==> src/rtl/uart_irq_wake_map.svh <==
// register map, field positions, reset values and counts of the serial-port
// interrupt and wake-up block; included by the package, the main module and the bench
`ifndef UART_IRQ_WAKE_MAP_SVH
`define UART_IRQ_WAKE_MAP_SVH

// byte addresses on the apb side
`define UIW_ADDR_W 8
`define UIW_OFF_CTRL 8'h00
`define UIW_OFF_FLAGS 8'h04
`define UIW_OFF_ISTAT 8'h08
`define UIW_OFF_ICLR 8'h0C
`define UIW_OFF_IEN 8'h10

// control register fields
`define UIW_CTRL_W 11
`define UIW_CTRL_RST 11'h000
`define UIW_C_PORT_ON 0
`define UIW_C_RECEIVER_ON 1
`define UIW_C_PARITY_ON 2
`define UIW_C_NINE_BIT 3
`define UIW_C_ADDR_DET 4
`define UIW_C_WAKE 5
`define UIW_C_TXE_IE 6
`define UIW_C_TXI_IE 7
`define UIW_C_RX_IE 8
`define UIW_C_PORT_IE 9
`define UIW_C_GLOBAL_IE 10

// event bit positions, shared by status, clear and enable
`define UIW_EV_W 6
`define UIW_EV_RST 6'h00
`define UIW_EV_TXE 0
`define UIW_EV_TXI 1
`define UIW_EV_RXA 2
`define UIW_EV_OVR 3
`define UIW_EV_ADR 4
`define UIW_EV_WAKE 5

// flags register fields
`define UIW_F_TXE 0
`define UIW_F_TXI 1
`define UIW_F_RXA 2
`define UIW_F_OVR 3
`define UIW_F_CLK_ON 4
`define UIW_F_ARMED 5
`define UIW_F_RESTART 6
`define UIW_F_PEND 7

// received word and timing
`define UIW_WORD_W 9
`define UIW_TOP9 8
`define UIW_TOP8 7
`define UIW_RESTART_CYCLES 16
`define UIW_CNT_W 16

`endif

==> src/rtl/uart_irq_wake_pkg.sv <==
// types of the serial-port interrupt and wake-up block
// assumes uart_irq_wake_map.svh sits on the include path
`include "uart_irq_wake_map.svh"

package uart_irq_wake_pkg;

    // wake-up sequencer, one-hot
    typedef enum logic [2:0] {
        WAKE_RUN = 3'b001,
        WAKE_ARMED = 3'b010,
        WAKE_RESTART = 3'b100
    } wake_e;

    // whole state of the main module
    typedef struct packed {
        logic [`UIW_CTRL_W-1:0] ctrl;
        logic [`UIW_EV_W-1:0] istat;
        logic [`UIW_EV_W-1:0] ien;
        logic [`UIW_EV_W-1:0] src_q;
        logic pend;
        wake_e wake;
        logic [`UIW_CNT_W-1:0] cnt;
        logic wake_done;
        logic irq_n;
        logic irq;
        logic wake_req;
        logic rx_ignore;
        logic uart_freeze;
        logic pready;
        logic pslverr;
        logic [31:0] prdata;
    } core_s;

    // whole state of the pin synchroniser
    typedef struct packed {
        logic rx_a;
        logic rx_b;
        logic rx_c;
        logic clk_a;
        logic clk_b;
        logic fall;
    } sync_s;

endpackage

==> src/rtl/pin_sync_if.sv <==
// synchronised pin levels passed from the synchroniser to the main module
// assumes both ends run on pclk
`timescale 1ns/1ns

interface pin_sync_if;
    logic rx_level; // receive pin, resynchronised
    logic rx_fall; // one-cycle pulse on a falling receive edge
    logic clk_on; // serial clock running, resynchronised

    modport src (output rx_level, output rx_fall, output clk_on);
    modport dst (input rx_level, input rx_fall, input clk_on);
endinterface

==> src/rtl/uart_pin_sync.sv <==
// three-flop synchroniser for the receive pin and two-flop synchroniser for the serial-clock status
// assumes the inputs are asynchronous to pclk
`timescale 1ns/1ns

module uart_pin_sync (
    input wire logic pclk, // system clock
    input wire logic presetn, // async reset, low
    input wire logic rx_pin, // receive pin, async
    input wire logic uart_clk_on, // serial clock running, async
    pin_sync_if.src sync // resynchronised levels
);
    uart_irq_wake_pkg::sync_s s; // all state
    uart_irq_wake_pkg::sync_s next_s; // next state

    ////////////////////////////////////////////////////////////////////////
    // first stages feed only the second; the edge looks at stages two/three
    always_comb begin
        next_s = s;
        next_s.rx_a = rx_pin;
        next_s.rx_b = s.rx_a;
        next_s.rx_c = s.rx_b;
        next_s.clk_a = uart_clk_on;
        next_s.clk_b = s.clk_a;
        next_s.fall = s.rx_c & ~s.rx_b;
    end

    // idle line is high, so the receive chain resets high to avoid a false edge
    always_ff @(posedge pclk or negedge presetn) begin
        if (!presetn) begin
            s <= '{rx_a: 1'b1, rx_b: 1'b1, rx_c: 1'b1, default: 1'b0};
        end else begin
            s <= next_s;
        end
    end

    assign sync.rx_level = s.rx_c;
    assign sync.rx_fall = s.fall;
    assign sync.clk_on = s.clk_b;
endmodule

==> src/rtl/uart_irq_wake.sv <==
// serial-port interrupt combiner, address-detect qualifier and rx wake-up
// assumes datapath flags arrive on pclk; rx pin and clock status are async
//
// Implementation choices: the register addresses and the APB interface to the registers.
`timescale 1ns/1ns
`include "uart_irq_wake_map.svh"

module uart_irq_wake #(
    parameter int RESTART_CYCLES = `UIW_RESTART_CYCLES // clock restart delay
) (
    input wire logic pclk, // system clock, 100 MHz
    input wire logic presetn, // async reset, low
    input wire logic psel, // apb select
    input wire logic penable, // apb access phase
    input wire logic pwrite, // apb write
    input wire logic [`UIW_ADDR_W-1:0] paddr, // apb byte address
    input wire logic [31:0] pwdata, // apb write data
    output logic [31:0] prdata, // apb read data
    output logic pready, // apb ready
    output logic pslverr, // apb error on unmapped address
    input wire logic tx_empty, // transmit register empty flag
    input wire logic tx_idle, // transmitter idle flag
    input wire logic rx_avail_flag, // receive data available flag
    input wire logic rx_overrun, // receive overrun flag
    input wire logic [`UIW_WORD_W-1:0] rx_word, // last received word
    input wire logic stack_full, // core call stack full
    input wire logic rx_pin, // receive pin, async
    input wire logic uart_clk_on, // serial clock running, async
    output logic irq_n, // vector request pulse, low
    output logic irq, // level, enabled sticky status set
    output logic wake_req, // one-cycle wake pulse to the clock control
    output logic rx_ignore, // receiver must drop data now
    output logic uart_freeze // datapath holds its state
);
    uart_irq_wake_pkg::core_s s; // all state
    uart_irq_wake_pkg::core_s next_s; // next state
    pin_sync_if sync (); // resynchronised pins

    logic [`UIW_CNT_W-1:0] restart_last; // final count of the restart wait
    assign restart_last = `UIW_CNT_W'(RESTART_CYCLES - 1);

    ////////////////////////////////////////////////////////////////////////
    // pin synchroniser
    uart_pin_sync u_sync (
        .pclk(pclk),
        .presetn(presetn),
        .rx_pin(rx_pin),
        .uart_clk_on(uart_clk_on),
        .sync(sync)
    );

    ////////////////////////////////////////////////////////////////////////
    // decode helpers

    // true when the address hits a mapped word
    function automatic logic mapped(input logic [`UIW_ADDR_W-1:0] a);
        mapped = (a == `UIW_OFF_CTRL) || (a == `UIW_OFF_FLAGS) ||
            (a == `UIW_OFF_ISTAT) || (a == `UIW_OFF_ICLR) ||
            (a == `UIW_OFF_IEN);
    endfunction

    // one control bit
    function automatic logic cbit(input logic [`UIW_CTRL_W-1:0] c,
            input int idx);
        cbit = c[idx];
    endfunction

    ////////////////////////////////////////////////////////////////////////
    // combinational terms
    logic top_bit; // highest bit of the received word
    logic addr_word; // received word is an address
    logic [`UIW_EV_W-1:0] lvl; // masked source levels
    logic [`UIW_EV_W-1:0] ev; // rising events
    logic vec_en; // global and port enables both set
    logic arm_ok; // wake-up is armed by software
    logic setup; // apb access phase, first cycle
    logic commit; // apb edge where the transfer completes

    always_comb begin
        // 9th bit in nine-bit mode, else the 8th
        top_bit = cbit(s.ctrl, `UIW_C_NINE_BIT) ? rx_word[`UIW_TOP9] :
            rx_word[`UIW_TOP8];
        // address word only counts while address mode is on
        addr_word = cbit(s.ctrl, `UIW_C_ADDR_DET) & top_bit;
        vec_en = cbit(s.ctrl, `UIW_C_GLOBAL_IE) & cbit(s.ctrl, `UIW_C_PORT_IE);
        arm_ok = cbit(s.ctrl, `UIW_C_WAKE) & cbit(s.ctrl, `UIW_C_PORT_ON) &
            cbit(s.ctrl, `UIW_C_RECEIVER_ON) & cbit(s.ctrl, `UIW_C_RX_IE);
        // each transmit source has its own mask
        lvl[`UIW_EV_TXE] = tx_empty & cbit(s.ctrl, `UIW_C_TXE_IE);
        lvl[`UIW_EV_TXI] = tx_idle & cbit(s.ctrl, `UIW_C_TXI_IE);
        // both receive sources share one mask
        lvl[`UIW_EV_OVR] = rx_overrun & cbit(s.ctrl, `UIW_C_RX_IE);
        // address mode drops data words; without it every flag counts
        lvl[`UIW_EV_RXA] = rx_avail_flag & cbit(s.ctrl, `UIW_C_RX_IE) &
            (~cbit(s.ctrl, `UIW_C_ADDR_DET) | top_bit);
        // address detect has no flag of its own, only its enable
        lvl[`UIW_EV_ADR] = rx_avail_flag & addr_word;
        // wake source is the end of the restart wait
        lvl[`UIW_EV_WAKE] = s.wake_done;
        ev = lvl & ~s.src_q;
        setup = psel & penable & ~s.pready;
        commit = psel & penable & s.pready;
    end

    ////////////////////////////////////////////////////////////////////////
    // next state
    always_comb begin
        next_s = s;
        next_s.src_q = lvl;
        next_s.wake_req = 1'b0;
        next_s.wake_done = 1'b0;
        next_s.irq_n = 1'b1;

        // apb: one wait state, then ready for a single cycle
        next_s.pready = setup;
        // error stands only beside its ready pulse, never into idle
        next_s.pslverr = setup & ~mapped(paddr);
        if (setup) begin
            next_s.prdata = 32'h0000_0000;
            if (!pwrite) begin
                case (paddr)
                    `UIW_OFF_CTRL: begin
                        next_s.prdata[`UIW_CTRL_W-1:0] = s.ctrl;
                    end
                    `UIW_OFF_FLAGS: begin
                        // live datapath flags, clock status, wake state and pending vector, read-only here
                        next_s.prdata[`UIW_F_TXE] = tx_empty;
                        next_s.prdata[`UIW_F_TXI] = tx_idle;
                        next_s.prdata[`UIW_F_RXA] = rx_avail_flag;
                        next_s.prdata[`UIW_F_OVR] = rx_overrun;
                        next_s.prdata[`UIW_F_CLK_ON] = sync.clk_on;
                        next_s.prdata[`UIW_F_ARMED] =
                            (s.wake == uart_irq_wake_pkg::WAKE_ARMED);
                        next_s.prdata[`UIW_F_RESTART] =
                            (s.wake == uart_irq_wake_pkg::WAKE_RESTART);
                        next_s.prdata[`UIW_F_PEND] = s.pend;
                    end
                    `UIW_OFF_ISTAT: begin
                        next_s.prdata[`UIW_EV_W-1:0] = s.istat;
                    end
                    `UIW_OFF_IEN: begin
                        next_s.prdata[`UIW_EV_W-1:0] = s.ien;
                    end
                    // clear register reads zero, unmapped reads zero
                    default: begin
                        next_s.prdata = 32'h0000_0000;
                    end
                endcase
            end
        end

        // sticky status: an event in the clearing cycle still sets
        next_s.istat = s.istat | ev;
        if (commit && pwrite) begin
            case (paddr)
                `UIW_OFF_CTRL: begin
                    next_s.ctrl = pwdata[`UIW_CTRL_W-1:0];
                end
                `UIW_OFF_ICLR: begin
                    next_s.istat = (s.istat & ~pwdata[`UIW_EV_W-1:0]) | ev;
                end
                `UIW_OFF_IEN: begin
                    next_s.ien = pwdata[`UIW_EV_W-1:0];
                end
                // flags and status ignore writes
                default: begin
                    next_s.ien = s.ien;
                end
            endcase
        end
        next_s.irq = |(next_s.istat & next_s.ien);

        // wake-up sequencer
        case (s.wake)
            uart_irq_wake_pkg::WAKE_RUN: begin
                // armed only while the serial clock is off
                if (!sync.clk_on && arm_ok) begin
                    next_s.wake = uart_irq_wake_pkg::WAKE_ARMED;
                end
            end
            uart_irq_wake_pkg::WAKE_ARMED: begin
                if (sync.rx_fall) begin
                    next_s.wake = uart_irq_wake_pkg::WAKE_RESTART;
                    next_s.wake_req = 1'b1;
                    next_s.cnt = `UIW_CNT_W'(0);
                end else if (sync.clk_on || !arm_ok) begin
                    next_s.wake = uart_irq_wake_pkg::WAKE_RUN;
                end
            end
            uart_irq_wake_pkg::WAKE_RESTART: begin
                // receiver drops data and vectors wait until the count ends
                if (s.cnt == restart_last) begin
                    next_s.wake = uart_irq_wake_pkg::WAKE_RUN;
                    next_s.wake_done = 1'b1;
                end else begin
                    next_s.cnt = s.cnt + `UIW_CNT_W'(1);
                end
            end
            default: begin
                next_s.wake = uart_irq_wake_pkg::WAKE_RUN;
            end
        endcase
        next_s.rx_ignore =
            (next_s.wake == uart_irq_wake_pkg::WAKE_RESTART);

        // datapath holds its state, registers are untouched by the stop
        next_s.uart_freeze = ~sync.clk_on;

        // vector request: any masked source, but only with both enables;
        // a wake with an enable off restarts the clock and sets status, but sends no vector
        if (s.pend && vec_en && !stack_full &&
                s.wake != uart_irq_wake_pkg::WAKE_RESTART) begin
            next_s.irq_n = 1'b0;
            next_s.pend = 1'b0;
        end
        if ((|ev) && vec_en) begin
            next_s.pend = 1'b1;
        end
        // dropping either enable abandons what was waiting
        if (!vec_en) begin
            next_s.pend = 1'b0;
        end
    end

    ////////////////////////////////////////////////////////////////////////
    // state register; nothing here reacts to halt, so values survive it
    always_ff @(posedge pclk or negedge presetn) begin
        if (!presetn) begin
            s <= '{
                ctrl: `UIW_CTRL_RST,
                istat: `UIW_EV_RST,
                ien: `UIW_EV_RST,
                src_q: `UIW_EV_RST,
                pend: 1'b0,
                wake: uart_irq_wake_pkg::WAKE_RUN,
                cnt: `UIW_CNT_W'(0),
                wake_done: 1'b0,
                irq_n: 1'b1,
                irq: 1'b0,
                wake_req: 1'b0,
                rx_ignore: 1'b0,
                uart_freeze: 1'b1,
                pready: 1'b0,
                pslverr: 1'b0,
                prdata: 32'h0000_0000
            };
        end else begin
            s <= next_s;
        end
    end

    ////////////////////////////////////////////////////////////////////////
    // outputs straight from the state register
    assign prdata = s.prdata;
    assign pready = s.pready;
    assign pslverr = s.pslverr;
    assign irq_n = s.irq_n;
    assign irq = s.irq;
    assign wake_req = s.wake_req;
    assign rx_ignore = s.rx_ignore;
    assign uart_freeze = s.uart_freeze;
endmodule

==> config.mk <==
export PLATFORM = sky130hd
export DESIGN_NAME = uart_irq_wake
export DESIGN_NICKNAME = d
export VERILOG_FILES = /design/src/rtl/uart_irq_wake_pkg.sv /design/src/rtl/pin_sync_if.sv /design/src/rtl/uart_pin_sync.sv /design/src/rtl/uart_irq_wake.sv
export VERILOG_INCLUDE_DIRS = /design/src /design/src/rtl
export SDC_FILE = /design/constraint.sdc
export NUM_CORES = 1
export LEC_CHECK = 0
export ABC_CLOCK_PERIOD_IN_PS = 2590
export BUFFER_PORTS_ARGS = -buffer_cell sky130_fd_sc_hd__buf_2
export CAP_MARGIN = 10
export CORE_MARGIN = 1
export CORE_UTILIZATION = 25
export DETAILED_ROUTE_END_ITERATION = 7
export SETUP_SLACK_MARGIN = 0.1
export SYNTH_ARGS = -nofsm -noshare
export SYNTH_HDL_FRONTEND = slang
export SYNTH_SLANG_ARGS = --single-unit
==> constraint.sdc <==
create_clock -name pclk -period 2.59 [get_ports pclk]
set_input_delay 0.518 -clock pclk [delete_from_list [all_inputs] [get_ports pclk]]
set_output_delay 0.518 -clock pclk [all_outputs]
set_load 0.01 [all_outputs]
==> results_tabular.tex <==
\begin{tabular}{lr}
\hline
Metric & Value \\
\hline
\multicolumn{2}{l}{\textbf{Run status}} \\
\quad Status & completed \\
\multicolumn{2}{l}{\textbf{Timing}} \\
\quad Final clock period utilization by the worst path & 90.9\% \\
\quad RSZ-0062 raised after global routing & no \\
\quad Final Max Tran Viols & 0 \\
\quad Shortest period the worst path allows & 2.36 ns \\
\quad Max Freq & 425 MHz \\
\quad Endpoints failing setup & 0 \\
\quad Transition time of the tightest slew-check pin & 0.604 ns \\
\quad Number of endpoints with negative hold slack in the final report & 0 \\
\quad Total negative slack for setup checks & 0 ns \\
\quad Setup slack after layout & 0.235 ns \\
\quad Slew Limit Headroom & 59.6\% \\
\quad Final Skew & 0.00952 ns \\
\multicolumn{2}{l}{\textbf{Synthesis}} \\
\quad Simple-gate share of the synthesized area & 19.9\% \\
\quad Sequential fraction of the synthesis area & 51.6\% \\
\quad Cell accounting for the most synthesized area & dfrtp\_1 \\
\quad EDFF count, synth & 0 \\
\quad Synthesized area per cell & 10.6 um\^{}2 \\
\quad Synth area leaders & dfrtp\_1 (47\%), buf\_4 (6.7\%), mux2\_2 (5.3\%), dfstp\_2 (4.4\%), nand2\_1 (3.4\%) \\
\quad Main combinational cell family by area after synthesis & simple AND/OR/NAND/NOR gates \\
\quad Flip-flop cell with the highest count after synthesis & dfrtp\_1 \\
\quad XOR/XNOR Fraction of Synth Area & 0\% \\
\quad Multiplexer share of the synthesized area & 7.54\% \\
\quad Post-synthesis cell type count & 48 \\
\quad Portion of synthesized cell area occupied by the leading cell type & 47.2\% \\
\quad Register bit count reported by yosys & 74 \\
\quad Post-Syn Area & 0.00360 mm\^{}2 \\
\quad Synth Area in Compound Gates & 11.9\% \\
\quad Number of cells produced by synthesis & 340 \\
\quad Adder-cell share of the synthesized area & 0.347\% \\
\quad Fraction of synthesis flops using an asynchronous set or reset pin & 100\% \\
\quad Yosys warning total & 0 \\
\multicolumn{2}{l}{\textbf{Clocking}} \\
\quad CTS tree & done \\
\quad Worst-path clk slew & 0.06 ns \\
\quad Insertion delay of the later-clocked pin in the worst-skew pair & 0.34 ns \\
\quad Sinks on the clock net & 74 \\
\quad Number of clock buffers inserted by TritonCTS & 9 \\
\quad Master cell of the clock root buffer & clkbuf\_16 \\
\quad CTS Hold Buffers Added & 0 \\
\quad Buffer levels on the longest clock path & 2 \\
\quad Deepest level of the CTS H-tree & 3 \\
\quad Resized Gates After CTS & 0 \\
\quad Number of buffers inserted by post-CTS setup repair & 0 \\
\multicolumn{2}{l}{\textbf{Routing}} \\
\quad Post-route antenna net violation count & 0 \\
\quad Via count & 2714 \\
\quad Aggregate routed wire length & 8340 um \\
\quad First drt pass iteration count & 4 \\
\quad Remaining design rule violation count & 0 \\
\quad Detail-routed net length per standard cell & 14.4 um \\
\quad First DRT Iteration DRCs & 220 \\
\quad Via-to-Cell Ratio & 4.70 \\
\multicolumn{2}{l}{\textbf{Critical path}} \\
\quad Bufs and invs on worst path & 2 \\
\quad Crit path largest cell delay & 0.57 ns \\
\quad Critical path cell sequence & buf\_2 > or4\_4 > nor4\_4 > buf\_4 > mux2\_4 > a22o\_1 > a2111o\_1 \\
\quad Category of cells accounting for the largest share of critical-path delay & simple AND/OR/NAND/NOR gates \\
\quad Worst Path Arrival & 2.58 ns \\
\quad Worst-path cell with the longest stage delay & or4\_4 \\
\quad Worst setup path category & in -> reg \\
\quad Worst Setup SP & paddr[6] \\
\quad Element type at the critical path end & register \\
\quad Startpoint of the worst-slack reg-to-reg timing path & s[41] \\
\quad Worst endpoint required time & 2.81 ns \\
\quad Highest fanout seen on the critical path & 6 \\
\quad Kind of start point of the critical path & input port \\
\multicolumn{2}{l}{\textbf{Pwr}} \\
\quad Net switching power & 0.000594 W \\
\quad Register share of total power & 44.3\% \\
\quad Internal power summed over all cells & 0.00206 W \\
\quad Leakage power total & 2.08 nW \\
\quad Worst vdd ir & 0.371 mV \\
\quad Net switching fraction of the power & 22.4\% \\
\quad Pwr Total & 0.00266 W \\
\quad Clock power frac & 51.3\% \\
\quad Power Dens Cells & 613 mW/mm\^{}2 \\
\quad Power share of the combinational group & 4.4\% \\
\multicolumn{2}{l}{\textbf{Global routing}} \\
\quad First-pass GRT wire length & 13900 um \\
\quad Global Route Usage Sum & 12.4\% \\
\quad Antenna violations before repair & 0 \\
\quad Total overflow reported by the global router & 0 \\
\quad Pin count of the biggest net entering global routing & 75 \\
\quad Number of global-route vias before repair & 2788 \\
\multicolumn{2}{l}{\textbf{Placed design}} \\
\quad Input/output buffers & 50 \\
\quad Worst setup timing slack at the placement stage & -0.121 ns \\
\quad Half-perimeter wire length after placement & 5860 um \\
\quad Number of placed instances with taps included & 562 \\
\quad Routability-driven placement congestion ratio & 0.830 \\
\multicolumn{2}{l}{\textbf{Floorplanning}} \\
\quad Number of ports placed on the die boundary & 100 \\
\quad Row count & 43 \\
\quad Die height & 122 um \\
\quad Starting Density & 25.8\% \\
\quad Die width & 122 um \\
\quad Area of the core & 0.0140 mm\^{}2 \\
\quad Full die area & 0.0149 mm\^{}2 \\
\multicolumn{2}{l}{\textbf{Cells and area}} \\
\quad Commonest non-fill, non-tap cell in the layout & dfrtp\_1 \\
\quad Fillcell total & 1429 \\
\quad Ant. Diodes & 0 \\
\quad Most frequent cells in the layout & dfrtp\_1 (68), buf\_2 (49), nand2\_1 (33) \\
\quad Number of nets in the layout & 455 \\
\quad Area growth, synth to finish & 20.3\% \\
\quad Number of non-filler instances in the completed layout & 578 \\
\quad Share of layout cells above drive strength 1 & 27.1\% \\
\multicolumn{2}{l}{\textbf{Flow run}} \\
\quad Max Cap Violations & 0 \\
\multicolumn{2}{l}{\textbf{Hold path}} \\
\quad Hold crit path type & in -> async \\
\hline
\end{tabular}
==> metrics by stage <==
| stage | utilization, % | cell area [um^2] | hold slack, ns |
|---|---|---|---|
| floorplan | - | 3700 | 0.222 |
| global placement | 28.7 | 4010 | 0.338 |
| detailed placement | 28.7 | 4010 | 0.349 |
| CTS | 31.0 | 4330 | 0.203 |
| global route | 31.0 | 4330 | 0.206 |
| finish | 31.0 | 4330 | 0.186 |
==> metal layers <==
metal	part of all wire, %	up-vias	wire, um	global-route usage (%)
li1	-	1308	-	-
met3	4.5	7	379	4.03
met5	0	-	0	0
met2	49	67	4080	21.0
met4	0.90	0	75	3.78
met1	46	1332	3800	14.9
==> Yosys cell counts (all sizes together) (4+ instances only) <==
| library cell | count |
|---|---|
| nor3 | 13 |
| or2 | 4 |
| nand3 | 11 |
| o31ai | 10 |
| dfstp | 6 |
| clkbuf | 5 |
| or4 | 14 |
| a22o | 5 |
| nor2 | 11 |
| a21oi | 14 |
| nor4 | 4 |
| a221oi | 6 |
| buf | 35 |
| inv | 10 |
| nand4 | 6 |
| and4 | 5 |
| dfrtp | 68 |
| mux2i | 8 |
| mux2 | 17 |
| and2 | 8 |
| nor2b | 4 |
| nand2 | 33 |
| o21ai | 8 |
==> path summary, 6_finish.rpt <==
kind / end / cells past startpoint / slack (ns)
min in group pclk: u_sync.next_s[4] / 1 / 0.28
setup / recovery: irq / 7 / 0.23
max in group asynchronous: irq_n / 2 / 2.05
hold reg to reg: u_sync.next_s[3] / 0 / 0.36
hold / removal: u_sync.next_s[1] / 2 / 0.19
setup reg to reg: s[53] / 8 / 0.36
==> state kept, by name, indices dropped and copies added (netlist names) <==
register and cells:
u_sync.sync.clk_on 1, irq_n 1, u_sync.sync.rx_fall 1, prdata 11, u_sync.next_s 3, u_sync.sync.rx_level 1, lvl 1, wake_req 1
s 49, pslverr 1, irq 1, rx_ignore 1, pready 1, uart_freeze 1
==> power by group through the flow <==
stage	Clock, W	Combinational [W]	Sequential, W
finish	0.00136	0.000117	0.00118
global route	0.00145	0.000134	0.00118
CTS	0.00139	0.000120	0.00118
detailed placement	0	0.000119	0.00120
global placement	0	0.000117	0.00120
floorplan	0	0.0000655	0.00120
==> cell families (layout without fill, tap and decap cells) <==
kind of cell,count (synthesis),count (layout)
and+or+nand+nor,128,128
DFF,74,74
AOI/OAI and AO/OA,61,61
buffers and inverters,50,88
muxes,25,25
adders and majority gates,1,1
other,1,21
==> cell type report <==
class / count / area, um^2 / share of cell area (%)
inverters: 10 / 37.5 / 0.866
clock buffers: 9 / 225 / 5.20
multi-input cells: 236 / 1530 / 35.3
repair buffers: 62 / 355 / 8.20
well taps: 180 / 225 / 5.20
flip-flops and latches: 74 / 1860 / 42.9
clock inverters: 7 / 100 / 2.31
No activity file was read; power rests on OpenSTA's default activity.
